File: src/design/qst_map.svh
// bit positions, register selectors and sizes of the data-quality status tree
`ifndef QST_MAP_SVH
`define QST_MAP_SVH
`define QST_W          16
`define QST_NREG       5
`define QST_SEL_W      3
`define QST_MAX_TRACES 16
`define QST_LOW_TRACES 14
`define QST_TOP_HEALTH 9
`define QST_TOP_LIMIT  10
`define QST_LOW_CHAIN  0
`define QST_LOW_FIRST  1
`define QST_HIGH_T15   1
`define QST_HIGH_T16   2
`define QST_HEALTH_HW  2
`define QST_HW_PLL     1
`define QST_HW_LEVEL   2
`define QST_HW_OVLD    3
`define QST_MAX_SLOTS  256
`define QST_MSB        (`QST_W - 1)
`define QST_HIGH_UNUSED 0
`define QST_SEL_TOP    3'h0
`define QST_SEL_LOW    3'h1
`define QST_SEL_HIGH   3'h2
`define QST_SEL_HEALTH 3'h3
`define QST_SEL_FAULT  3'h4
`endif

File: src/design/qst_pkg.sv
// types shared by the data-quality status tree
package qst_pkg;
  typedef logic [15:0] word_t;
  typedef logic [2:0]  reg_sel_t;
  typedef struct packed
  {
    logic     valid;
    reg_sel_t sel;
    logic     event_view;
  } query_t;
  typedef struct packed
  {
    logic     valid;
    reg_sel_t sel;
    word_t    data;
  } enable_wr_t;
  typedef struct packed
  {
    logic  valid;
    word_t data;
  } reply_t;
endpackage

File: src/design/questionable_status_tree.sv
// data-quality and hardware-fault status tree with condition and event views and write-only enable masks
// Overview of operation
// - top bit 9 is set while any latched health-summary bit is set with its enable bit.
// - top bit 10 is set while any latched low trace-check bit is set with its enable bit.
// - low trace-check bit 0 summarises the high trace-check register through its enable bits.
// - low trace-check bits 1 to 14 flag a limit failure on traces 1 to 14.
// - high trace-check bits 1 and 2 flag traces 15 and 16, bit 0 stays clear.
// - trace slots of lower-numbered channels come before those of higher channels.
// - within a channel the oldest trace takes the lowest slot and the newest the highest.
// - only the first 16 trace slots are watched, later ones never raise a flag.
// - health-summary bit 2 summarises the hardware-fault register through its enable bits.
// - hardware-fault bit 1 flags loss of lock of the 10 MHz reference loop.
// - hardware-fault bit 2 flags unsettled or unstable output level control.
// - hardware-fault bit 3 flags a tripped receiver overload protection.
// - every register can be read either as its condition view or as its event view.
// - the masked summary of the top word drives status byte bit 3.
`timescale 1ns/1ps
`include "qst_map.svh"
module questionable_status_tree
  import qst_pkg::*;
#(
  parameter int NUM_SLOTS = 24
)
(
  input  wire logic                 ref_clk,
  input  wire logic                 rst,
  input  wire logic [NUM_SLOTS-1:0] trace_fail_slot,
  input  wire logic                 ref_pll_unlock,
  input  wire logic                 level_unsettled,
  input  wire logic                 rx_overload_trip,
  input  wire query_t               query,
  input  wire enable_wr_t           enable_wr,
  output reply_t                    reply,
  output logic                      status_byte_qst
);

  if (NUM_SLOTS < `QST_MAX_TRACES || NUM_SLOTS > `QST_MAX_SLOTS)
  begin : g_slot_chk
    $error("NUM_SLOTS must lie between 16 and 256");
  end

  function automatic logic masked_sum(input word_t bits, input word_t mask);
    masked_sum = |(bits & mask);
  endfunction

  word_t  cond_q [`QST_NREG];
  word_t  ev_q   [`QST_NREG];
  word_t  en_q   [`QST_NREG];
  word_t  cond_d [`QST_NREG];
  reply_t reply_q;
  logic   stb_q;

  wire logic [`QST_MAX_TRACES-1:0] watched = trace_fail_slot[`QST_MAX_TRACES-1:0];

  wire logic health_sum = masked_sum(ev_q[`QST_SEL_HEALTH], en_q[`QST_SEL_HEALTH]);
  wire logic low_sum    = masked_sum(ev_q[`QST_SEL_LOW], en_q[`QST_SEL_LOW]);
  wire logic high_sum   = masked_sum(ev_q[`QST_SEL_HIGH], en_q[`QST_SEL_HIGH]);
  wire logic fault_sum  = masked_sum(ev_q[`QST_SEL_FAULT], en_q[`QST_SEL_FAULT]);
  wire logic top_sum    = masked_sum(ev_q[`QST_SEL_TOP], en_q[`QST_SEL_TOP]);

  always_comb
  begin
    for (int r = 0; r < `QST_NREG; r++)
      cond_d[r] = '0;
    cond_d[`QST_SEL_TOP][`QST_TOP_HEALTH] = health_sum;
    cond_d[`QST_SEL_TOP][`QST_TOP_LIMIT]  = low_sum;
    cond_d[`QST_SEL_LOW][`QST_LOW_CHAIN]  = high_sum;
    cond_d[`QST_SEL_LOW][`QST_LOW_FIRST +: `QST_LOW_TRACES] = watched[`QST_LOW_TRACES-1:0];
    cond_d[`QST_SEL_HIGH][`QST_HIGH_T15] = watched[`QST_LOW_TRACES];
    cond_d[`QST_SEL_HIGH][`QST_HIGH_T16] = watched[`QST_LOW_TRACES+1];
    cond_d[`QST_SEL_HEALTH][`QST_HEALTH_HW] = fault_sum;
    cond_d[`QST_SEL_FAULT][`QST_HW_PLL]   = ref_pll_unlock;
    cond_d[`QST_SEL_FAULT][`QST_HW_LEVEL] = level_unsettled;
    cond_d[`QST_SEL_FAULT][`QST_HW_OVLD]  = rx_overload_trip;
  end

  wire logic   sel_ok   = query.sel <= `QST_SEL_FAULT;
  wire logic   ev_read  = query.valid & query.event_view & sel_ok;
  wire word_t  view     = query.event_view ? ev_q[query.sel] : cond_q[query.sel];
  wire reply_t reply_d  = '{valid: query.valid, data: (query.valid & sel_ok) ? view : '0};

  // an event-view read clears the event word, but a rise in the same cycle survives
  always_ff @(posedge ref_clk or posedge rst)
  begin
    if (rst)
    begin
      for (int r = 0; r < `QST_NREG; r++)
      begin
        cond_q[r] <= '0;
        ev_q[r]   <= '0;
        en_q[r]   <= '0;
      end
    end
    else
    begin
      for (int r = 0; r < `QST_NREG; r++)
      begin
        cond_q[r] <= cond_d[r];
        ev_q[r]   <= ((ev_read && query.sel == reg_sel_t'(r)) ? '0 : ev_q[r]) | (cond_d[r] & ~cond_q[r]);
        if (enable_wr.valid && enable_wr.sel == reg_sel_t'(r))
          en_q[r] <= enable_wr.data;
      end
    end
  end

  always_ff @(posedge ref_clk or posedge rst)
  begin
    if (rst)
    begin
      reply_q <= '0;
      stb_q   <= 1'b0;
    end
    else
    begin
      reply_q <= reply_d;
      stb_q   <= top_sum;
    end
  end

  assign reply           = reply_q;
  assign status_byte_qst = stb_q;
endmodule

File: config.mk
export PLATFORM = sky130hd
export DESIGN_NAME = questionable_status_tree
export DESIGN_NICKNAME = d
export VERILOG_FILES = /design/src/design/qst_pkg.sv /design/src/design/questionable_status_tree.sv
export VERILOG_INCLUDE_DIRS = /design/src /design/src/design
export SDC_FILE = /design/constraint.sdc
export NUM_CORES = 1
export LEC_CHECK = 0
export ABC_CLOCK_PERIOD_IN_PS = 3500
export BUFFER_PORTS_ARGS = -buffer_cell sky130_fd_sc_hd__buf_2
export CAP_MARGIN = 10
export CORE_ASPECT_RATIO = 2
export CORE_MARGIN = 3
export CORE_UTILIZATION = 40
export DETAILED_ROUTE_END_ITERATION = 6
export PLACE_DENSITY = 0.62
export SYNTH_ARGS = -nofsm -noshare
export SYNTH_HDL_FRONTEND = slang
export SYNTH_SLANG_ARGS = --single-unit
File: constraint.sdc
create_clock -name ref_clk -period 3.5 [get_ports ref_clk]
set_clock_uncertainty 0.2 [all_clocks]
set_input_delay 0.7 -clock ref_clk [delete_from_list [all_inputs] [get_ports ref_clk]]
set_output_delay 0.7 -clock ref_clk [all_outputs]
set_load 0.01 [all_outputs]
# [After elaboration in Yosys (flattened, before gate mapping)]
# Cells that the tools add are included.
[word_totals] input_bits=54 reg_bits=201
[classes] reduce_logical=17 bitwise_logic=24 eq_ne=8 mux=13 order_cmp=2
[op_table] cell="$mux 16" count=11
[op_table] cell="$bmux 16 s3" count=2
[op_table] cell="$and 16x16->16" count=5
[op_table] cell="$or 16x16->16" count=5
[op_table] cell="$reduce_or 16->1" count=5
[op_table] cell="$and 3x16->16" count=2
[op_table] cell="$not 3->16" count=2
[op_table] cell="$and 11x16->16" count=1
[op_table] cell="$and 15x16->16" count=1
[op_table] cell="$and 4x16->16" count=1
[op_table] cell="$not 11->16" count=1
[op_table] cell="$not 15->16" count=1
[op_table] cell="$not 4->16" count=1
[op_table] cell="$eq 3x2->1 const B" count=4
[op_table] cell="$logic_and 1x1->1" count=10
[op_table] cell="$eq 3x1->1 const B" count=2
[op_table] cell="$eq 3x3->1 const B" count=2
[op_table] cell="$logic_not 3->1" count=2
[op_table] cell="$ge 4x4->1 const B" count=1
[op_table] cell="$not 3->4" count=1
[op_table] cell="$and 1x1->1" count=3
[op_table] cell="$le 3x3->1 const B" count=1

# [Depth between registers and ports, before layout]
# Gate-level depths: netlist of run 1.
[logic_depth] depth_word=6 ltp_mapped=6 ltp_nobuf=4

# [Worst setup path after synthesis of run 1]
# OpenSTA, ideal clock, no wires.
[synth_path] path_type="input to register" start="input port enable_wr[19] (netlist bit)" end="register en_q[48] (netlist bit)" setup_slack_ns=1.635 path_stages=5 n_path_buf=2 arrival_ns=1.540 setup_time_ns=0.125 required_time_ns=3.175 cell_sequence="nor2b_4 -> and3b_1 -> buf_6 -> buf_12 -> mux2_4"
[synth_between] elab_chain_len=1
[synth_rtl] item="start: declaration" line_no="questionable_status_tree.sv:32" rtl="input wire enable_wr_t enable_wr,"
[synth_rtl] item="$logic_and 1x1->1" line_no="questionable_status_tree.sv:100" rtl="if (enable_wr.valid && enable_wr.sel == reg_sel_t'(r))"
[synth_rtl] item="end signal: indexed assignment" line_no="questionable_status_tree.sv:101" rtl="en_q[r] <= enable_wr.data;"
[synth_rtl] item="end: declaration" line_no="questionable_status_tree.sv:48" rtl="word_t en_q [`QST_NREG];"
# Every way passes these cells.
# A chain may end at the register's enable or synchronous reset.

# [Worst setup path after layout of run 1]
[layout_path] start="input port query[3] (netlist bit)" end="register ev_q[48] (netlist bit)"
[layout_between] elab_chain_len=5
[layout_rtl] item="start: declaration" line_no="questionable_status_tree.sv:31" rtl="input wire query_t query,"
[layout_rtl] item="$le 3x3->1 (no line)"
[layout_rtl] item="$and 1x1->1" line_no="questionable_status_tree.sv:78" rtl="wire logic ev_read = query.valid & query.event_view & sel_ok;"
[layout_rtl] item="$logic_and 1x1->1 (*)" line_no="questionable_status_tree.sv:99" rtl="ev_q[r] <= ((ev_read && query.sel == reg_sel_t'(r)) ? '0 : ev_q[r]) | (cond_d[r] & ~cond_q[r]);"
[layout_rtl] item="$mux 16 (*)" line_no="questionable_status_tree.sv:99"
[layout_rtl] item="$or 16x16->16 (*)" line_no="questionable_status_tree.sv:99"
[layout_rtl] item="end signal: indexed assignment" line_no="questionable_status_tree.sv:99"
[layout_rtl] item="end: declaration" line_no="questionable_status_tree.sv:47" rtl="word_t ev_q [`QST_NREG];"
# Every way passes the cells marked *; elsewhere a longest branch is shown, timed or not.

==> results of run 1 <==
## metal layers
metal  share of wire (%)  global-route usage, %  vias up
li1                    -                      -     1060
met5                   0                      0        -
met3                 4.0                   4.53       10
met2                  55                   28.5       47
met1                  38                   18.1     1106
met4                 2.6                   7.53        0
## path summary, 6_finish.rpt
| path | to | slack (ns) |
|---|---|---|
| hold reg to reg | ev_q[1]$_DFF_PP0_ | 0.25 |
| setup / recovery | ev_q[48]$_DFF_PP0_ | 1.56 |
| setup reg to reg | ev_q[74]$_DFF_PP0_ | 1.81 |
| min in group ref_clk | ev_q[1]$_DFF_PP0_ | 0.25 |
| max in group asynchronous | reply[13]$_DFF_PP0_ | 2.50 |
| hold / removal | status_byte_qst$_DFF_PP0_ | 0.23 |
## state kept, by name (all words and copies together) (netlist names)
name	count
cond_q	23
en_q	23
ev_q	23
reply	16
status_byte_qst	1
## worst max-delay path: stages
cell     delay, ns
buf_2         0.17
and3b_1       0.33
nand2_1       0.39
a22o_1        0.37
## layout make-up
class | instances | share of cell area [%]
sequential | 86 | 52.5
multi-input combinational | 151 | 27.0
timing repair buffer | 64 | 8.30
clock buffer | 14 | 6.20
tap | 98 | 2.99
inverter | 25 | 2.32
clock inverter | 1 | 0.733
## cell families (layout without fill, tap and decap cells)
group	after synthesis	count (layout)	share of synthesized area, %
buffers and inverters	35	104	5.38
multiplexers	39	39	14.0
AO/OA/AOI/OAI	49	49	9.23
AND/OR/NAND/NOR	62	62	8.72
other	1	1	0.109
flip-flops	86	86	62.5
## report_power, final
group / internal (mW) / total, mW / leakage (nW) / switching, mW
Combinational: 0.149 / 0.268 / 0.943 / 0.119
Clock: 0.569 / 0.920 / 0.137 / 0.351
Sequential: 1.11 / 1.18 / 0.987 / 0.0679
Total: 1.83 / 2.36 / 2.07 / 0.538
## through the flow
step                std cells  hold slack, ns  power, mW  worst slack [ns]
CTS                       439           0.259       2.40              1.52
floorplan                 272           0.230       1.37             0.378
global route              439           0.267       2.48              1.43
global placement          424           0.241       1.46              1.18
finish                    439           0.230       2.36              1.56
detailed placement        424           0.251       1.47              1.18
## placed cells by master, fill, tap and decap left out, types with 2 or more instances in the layout
cell type / n
mux4_2: 2
o21ai_0: 25
a22o_1: 6
nor3b_1: 2
mux2i_1: 13
a22oi_1: 4
nor2_1: 13
a222oi_1: 2
a21oi_1: 2
dfrtp_1: 86
buf_4: 2
and2b_1: 2
mux2_2: 14
clkbuf_1: 4
a221oi_1: 4
nand4_1: 2
and3b_1: 2
clkbuf_16: 9
nor3_1: 2
and2_1: 2
inv_1: 24
nand2_1: 27
a211oi_1: 2
nand3_1: 3
mux2_4: 10
buf_2: 61
nor2b_1: 2
==> results.py, run 1 <==
metrics = {
    "outcome": {
        "status": "finished clean",
    },
    "die": {
        "die-width_um": 71.6,
        "die-area_mm2": 0.00982,
        "num_rows": 47,
        "die_h_um": 137,
        "start_util_pct": 41.2,
        "core-area_mm2": 0.00835,
        "boundaryPins": 72,
    },
    "route": {
        "routed_wl_mm": 7.23,
        "dr.pass1.iters": 4,
        "vias_per_cell": 5.06,
        "final_antenna_net_count": 0,
        "drc": 0,
        "first_iter_violations": 118,
        "wl_per_cell_um": 16.5,
        "vias": 2223,
    },
    "yosys": {
        "ys_seq_area_share_pct": 62.5,
        "synth.distinct_cells": 37,
        "synth_edf_count": 0,
        "synth_common_cells": "dfrtp_1, nand2_1, inv_1, o21ai_0, mux2_2",
        "yosys-top-cells-area": "dfrtp_1, mux2_2, mux2_4",
        "syn_avg_cell_area_um2": 12.7,
        "yosys.area.top_type_share_pct": 62.5,
        "synth_area_mm2": 0.00344,
        "ys_seq_elements": 86,
        "synth_top_area_cell": "dfrtp_1",
        "syn-num-nets": 326,
        "yosys_warnings": 0,
        "yosysMostFrequentCell": "dfrtp_1",
        "ys.flop_type": "dfrtp_1",
        "synthCells": 272,
        "synthArstFlopShare_pct": 100,
    },
    "cells_and_area": {
        "nFillCells": 777,
        "area_growth_pct": 19.1,
        "multi_input_area_mm2": 0.00110,
        "nets": 391,
        "drive_above_1_share_pct": 30.5,
        "utilization_pct": 49.1,
        "antenna_cells": 0,
        "stdcell_area_mm2": 0.00410,
        "register_area_mm2": 0.00215,
    },
    "sta": {
        "layout_min_cycle_time_ns": 1.94,
        "final_max_slew_viol_count": 0,
        "hold_viol": 0,
        "fmax_ghz": 0.515,
        "slew_headroom_pct": 60.4,
        "timing.final.crit_share_pct": 55.5,
        "worst_slew_pin_slew_ns": 0.592,
        "setup_tns_ns": 0,
        "rsz0062_at_grt": "no",
        "setup_violations": 0,
    },
    "cts": {
        "hold_buffers": 0,
        "htreeDepth": 3,
        "clk_latency_ns": 0.34,
        "clockBufferDepth": 2,
        "clock-root-buffer": "clkbuf_16",
        "cts_tree": "built",
        "post_cts.repair.setup_buffers": 0,
        "cts_buffers": 9,
        "ctsResizeCount": 0,
        "cts.sink_count": 86,
        "clk_pin_slew_worst_paths_ns": 0.06,
    },
    "critical_path": {
        "worstRegToRegCells": 4,
        "cp-end-kind": "register",
        "worstReg2RegStart": "ev_q[51]$_DFF_PP0_",
        "critPathMaxFanout": 15,
        "worstPathArrival_ns": 1.97,
        "crit_type": "in2reg",
        "cp-start-kind": "input port",
        "startpoint": "query[3]",
        "cp.required_ns": 3.53,
    },
    "global_routing": {
        "grt_pass1_vias": 2347,
        "grt-ovfl-total": 0,
        "track_usage_pct": 16.3,
        "antenna_found_initial": 0,
        "grt_max_degree": 87,
        "grt_pass1_wl_mm": 11.8,
    },
    "placement": {
        "placed_area_mm2": 0.00381,
        "dp_hpwl_mm": 5.26,
        "io_buffers": 61,
        "routabilityCongestion": 0.801,
    },
    "min_path": {
        "hold_class": "in2async",
    },
    "pwr": {
        "p_leak_nw": 2.07,
        "peakVddDrop_mv": 0.297,
        "powerDensity_mw_per_mm2": 577,
    },
    "run": {
        "max_cap_viol_count": 0,
    },
}
Note: power is estimated with default switching activity, not from simulation.
==> run 2: changes to the inputs <==
- ABC_CLOCK_PERIOD_IN_PS: 3500 -> 1830
- clock period: 3.5 -> 1.83 ns (I/O delays scaled with it)
==> results.py, run 2 (same netlist as run 1, synthesis figures left out) <==
metrics = {
    "outcome": {
        "status": "finished clean",
    },
    "pwr": {
        "peakVddDrop_mv": 0.614,
        "total_power_mw": 4.62,
        "p_leak_nw": 2.19,
        "powerDensity_mw_per_mm2": 1050,
    },
    "global_routing": {
        "grt-ovfl-total": 0,
        "grt_use_met1_pct": 18.5,
        "top_usage_layer": "met2",
        "grt_util_met2_pct": 29.1,
        "track_usage_pct": 16.5,
        "grt_pass1_wl_mm": 12.0,
        "grt_max_degree": 44,
        "use_met3_pct": 3.58,
        "antenna_found_initial": 0,
        "grt_pass1_vias": 2407,
    },
    "route": {
        "routed_wl_mm": 7.35,
        "vias": 2343,
        "wl_per_cell_um": 15.8,
        "first_iter_violations": 125,
        "drc": 0,
        "vias_per_cell": 5.03,
        "final_antenna_net_count": 0,
        "dr.pass1.iters": 6,
    },
    "cells_and_area": {
        "stdcell_area_mm2": 0.00439,
        "reg.largest.list": "cond_q: 23 flops, en_q: 23 flops, ev_q: 23 flops",
        "most-common-layout-cells": "dfrtp_1, buf_2, nand2_1",
        "drive_above_1_share_pct": 31.3,
        "final_common_cell": "dfrtp_1",
        "antenna_cells": 0,
        "nets": 417,
        "utilization_pct": 52.5,
        "area_growth_pct": 27.5,
        "nFillCells": 762,
    },
    "critical_path": {
        "crit_type": "reg2reg",
        "critPathMaxFanout": 3,
        "cp-endpoint": "ev_q[74]$_DFF_PP0_",
        "reg2reg_to": "ev_q[74]$_DFF_PP0_",
        "rrSetupSlack_ns": 0.19,
        "worstReg2RegStart": "ev_q[51]$_DFF_PP0_",
        "cp.required_ns": 1.86,
        "worstRegToRegCells": 4,
        "startpoint": "ev_q[51]$_DFF_PP0_",
        "cp-end-kind": "register",
        "worstPathArrival_ns": 1.67,
        "cp-start-kind": "register",
    },
    "placement": {
        "dp_hpwl_mm": 5.46,
        "io_buffers": 61,
        "placed_area_mm2": 0.00389,
        "routabilityCongestion": 0.830,
    },
    "cts": {
        "ctsResizeCount": 0,
        "htreeDepth": 3,
        "clockBufferDepth": 2,
        "cts_tree": "built",
        "clk_latency_ns": 0.34,
        "hold_buffers": 20,
        "cts.sink_count": 86,
        "clk_pin_slew_worst_paths_ns": 0.06,
        "cts_buffers": 9,
        "post_cts.repair.setup_buffers": 0,
        "clock-root-buffer": "clkbuf_16",
    },
    "sta": {
        "setup_tns_ns": 0,
        "fmax_ghz": 0.610,
        "timing.final.crit_share_pct": 89.6,
        "final_max_slew_viol_count": 0,
        "rsz0062_at_grt": "no",
        "holdWs_ns": 0.0264,
        "hold_viol": 0,
        "setup_violations": 0,
        "layout_min_cycle_time_ns": 1.64,
    },
    "die": {
        "die-area_mm2": 0.00982,
        "num_rows": 47,
        "start_util_pct": 41.2,
        "boundaryPins": 72,
        "die-width_um": 71.6,
        "die_h_um": 137,
        "core-area_mm2": 0.00835,
    },
    "min_path": {
        "min-delay-start": "query[4]",
        "hold_class": "in2reg",
    },
    "run": {
        "max_cap_viol_count": 0,
    },
}
run 2: how the worst min path moves through the flow:
| stage | end | slack, ns | cells past startpoint |
|---|---|---|---|
| after floorplan | cond_q[1]$_DFF_PP0_ | 0.20 | 0 |
| after global placement | status_byte_qst$_DFF_PP0_ | 0.15 | 2 |
| after detailed placement | en_q[74]$_DFFE_PP0P_ | 0.15 | 2 |
| after CTS | reply[16]$_DFF_PP0_ | 0.007 | 1 |
| after global routing | reply[16]$_DFF_PP0_ | 0.01 | 1 |
| final | reply[16]$_DFF_PP0_ | 0.03 | 1 |
run 2: area by class of cell:
type,count,area [um2],share of cell area (%)
Sequential cell,86,2150,49.0
Multi-Input combinational cell,151,1100,25.2
Timing Repair Buffer,90,611,13.9
Clock buffer,10,239,5.45
Tap cell,98,123,2.79
Inverter,25,97.6,2.22
Clock inverter,6,61.3,1.40
run 2: per-layer routing:
layer  wire length, um  vias to the layer above
met5                 0                        -
met3               288                       12
met2              4080                       59
li1                  -                     1113
met1              2790                     1159
met4               191                        0
run 2: critical path, cell delays in order (launching register included):
cell and delay (ns):
dfrtp_1 0.43, a222oi_1 0.33, and3_1 0.22, nand4_1 0.14
a22o_1 0.21
run 2: per-stage QoR:
step | std cells | setup WS, ns
after global placement | 430 | 0.161
after floorplan | 272 | 0.270
after detailed placement | 430 | 0.137
after CTS | 466 | 0.140
after global routing | 466 | 0.0338
final | 466 | 0.189
run 2: power breakdown:
| part | internal (mW) | leakage, nW | total (mW) | switching (mW) |
|---|---|---|---|---|
| registers | 2.12 | 0.987 | 2.26 | 0.136 |
| logic | 0.323 | 1.06 | 0.559 | 0.236 |
| clock network | 1.09 | 0.148 | 1.80 | 0.715 |
| total | 3.53 | 2.19 | 4.62 | 1.09 |
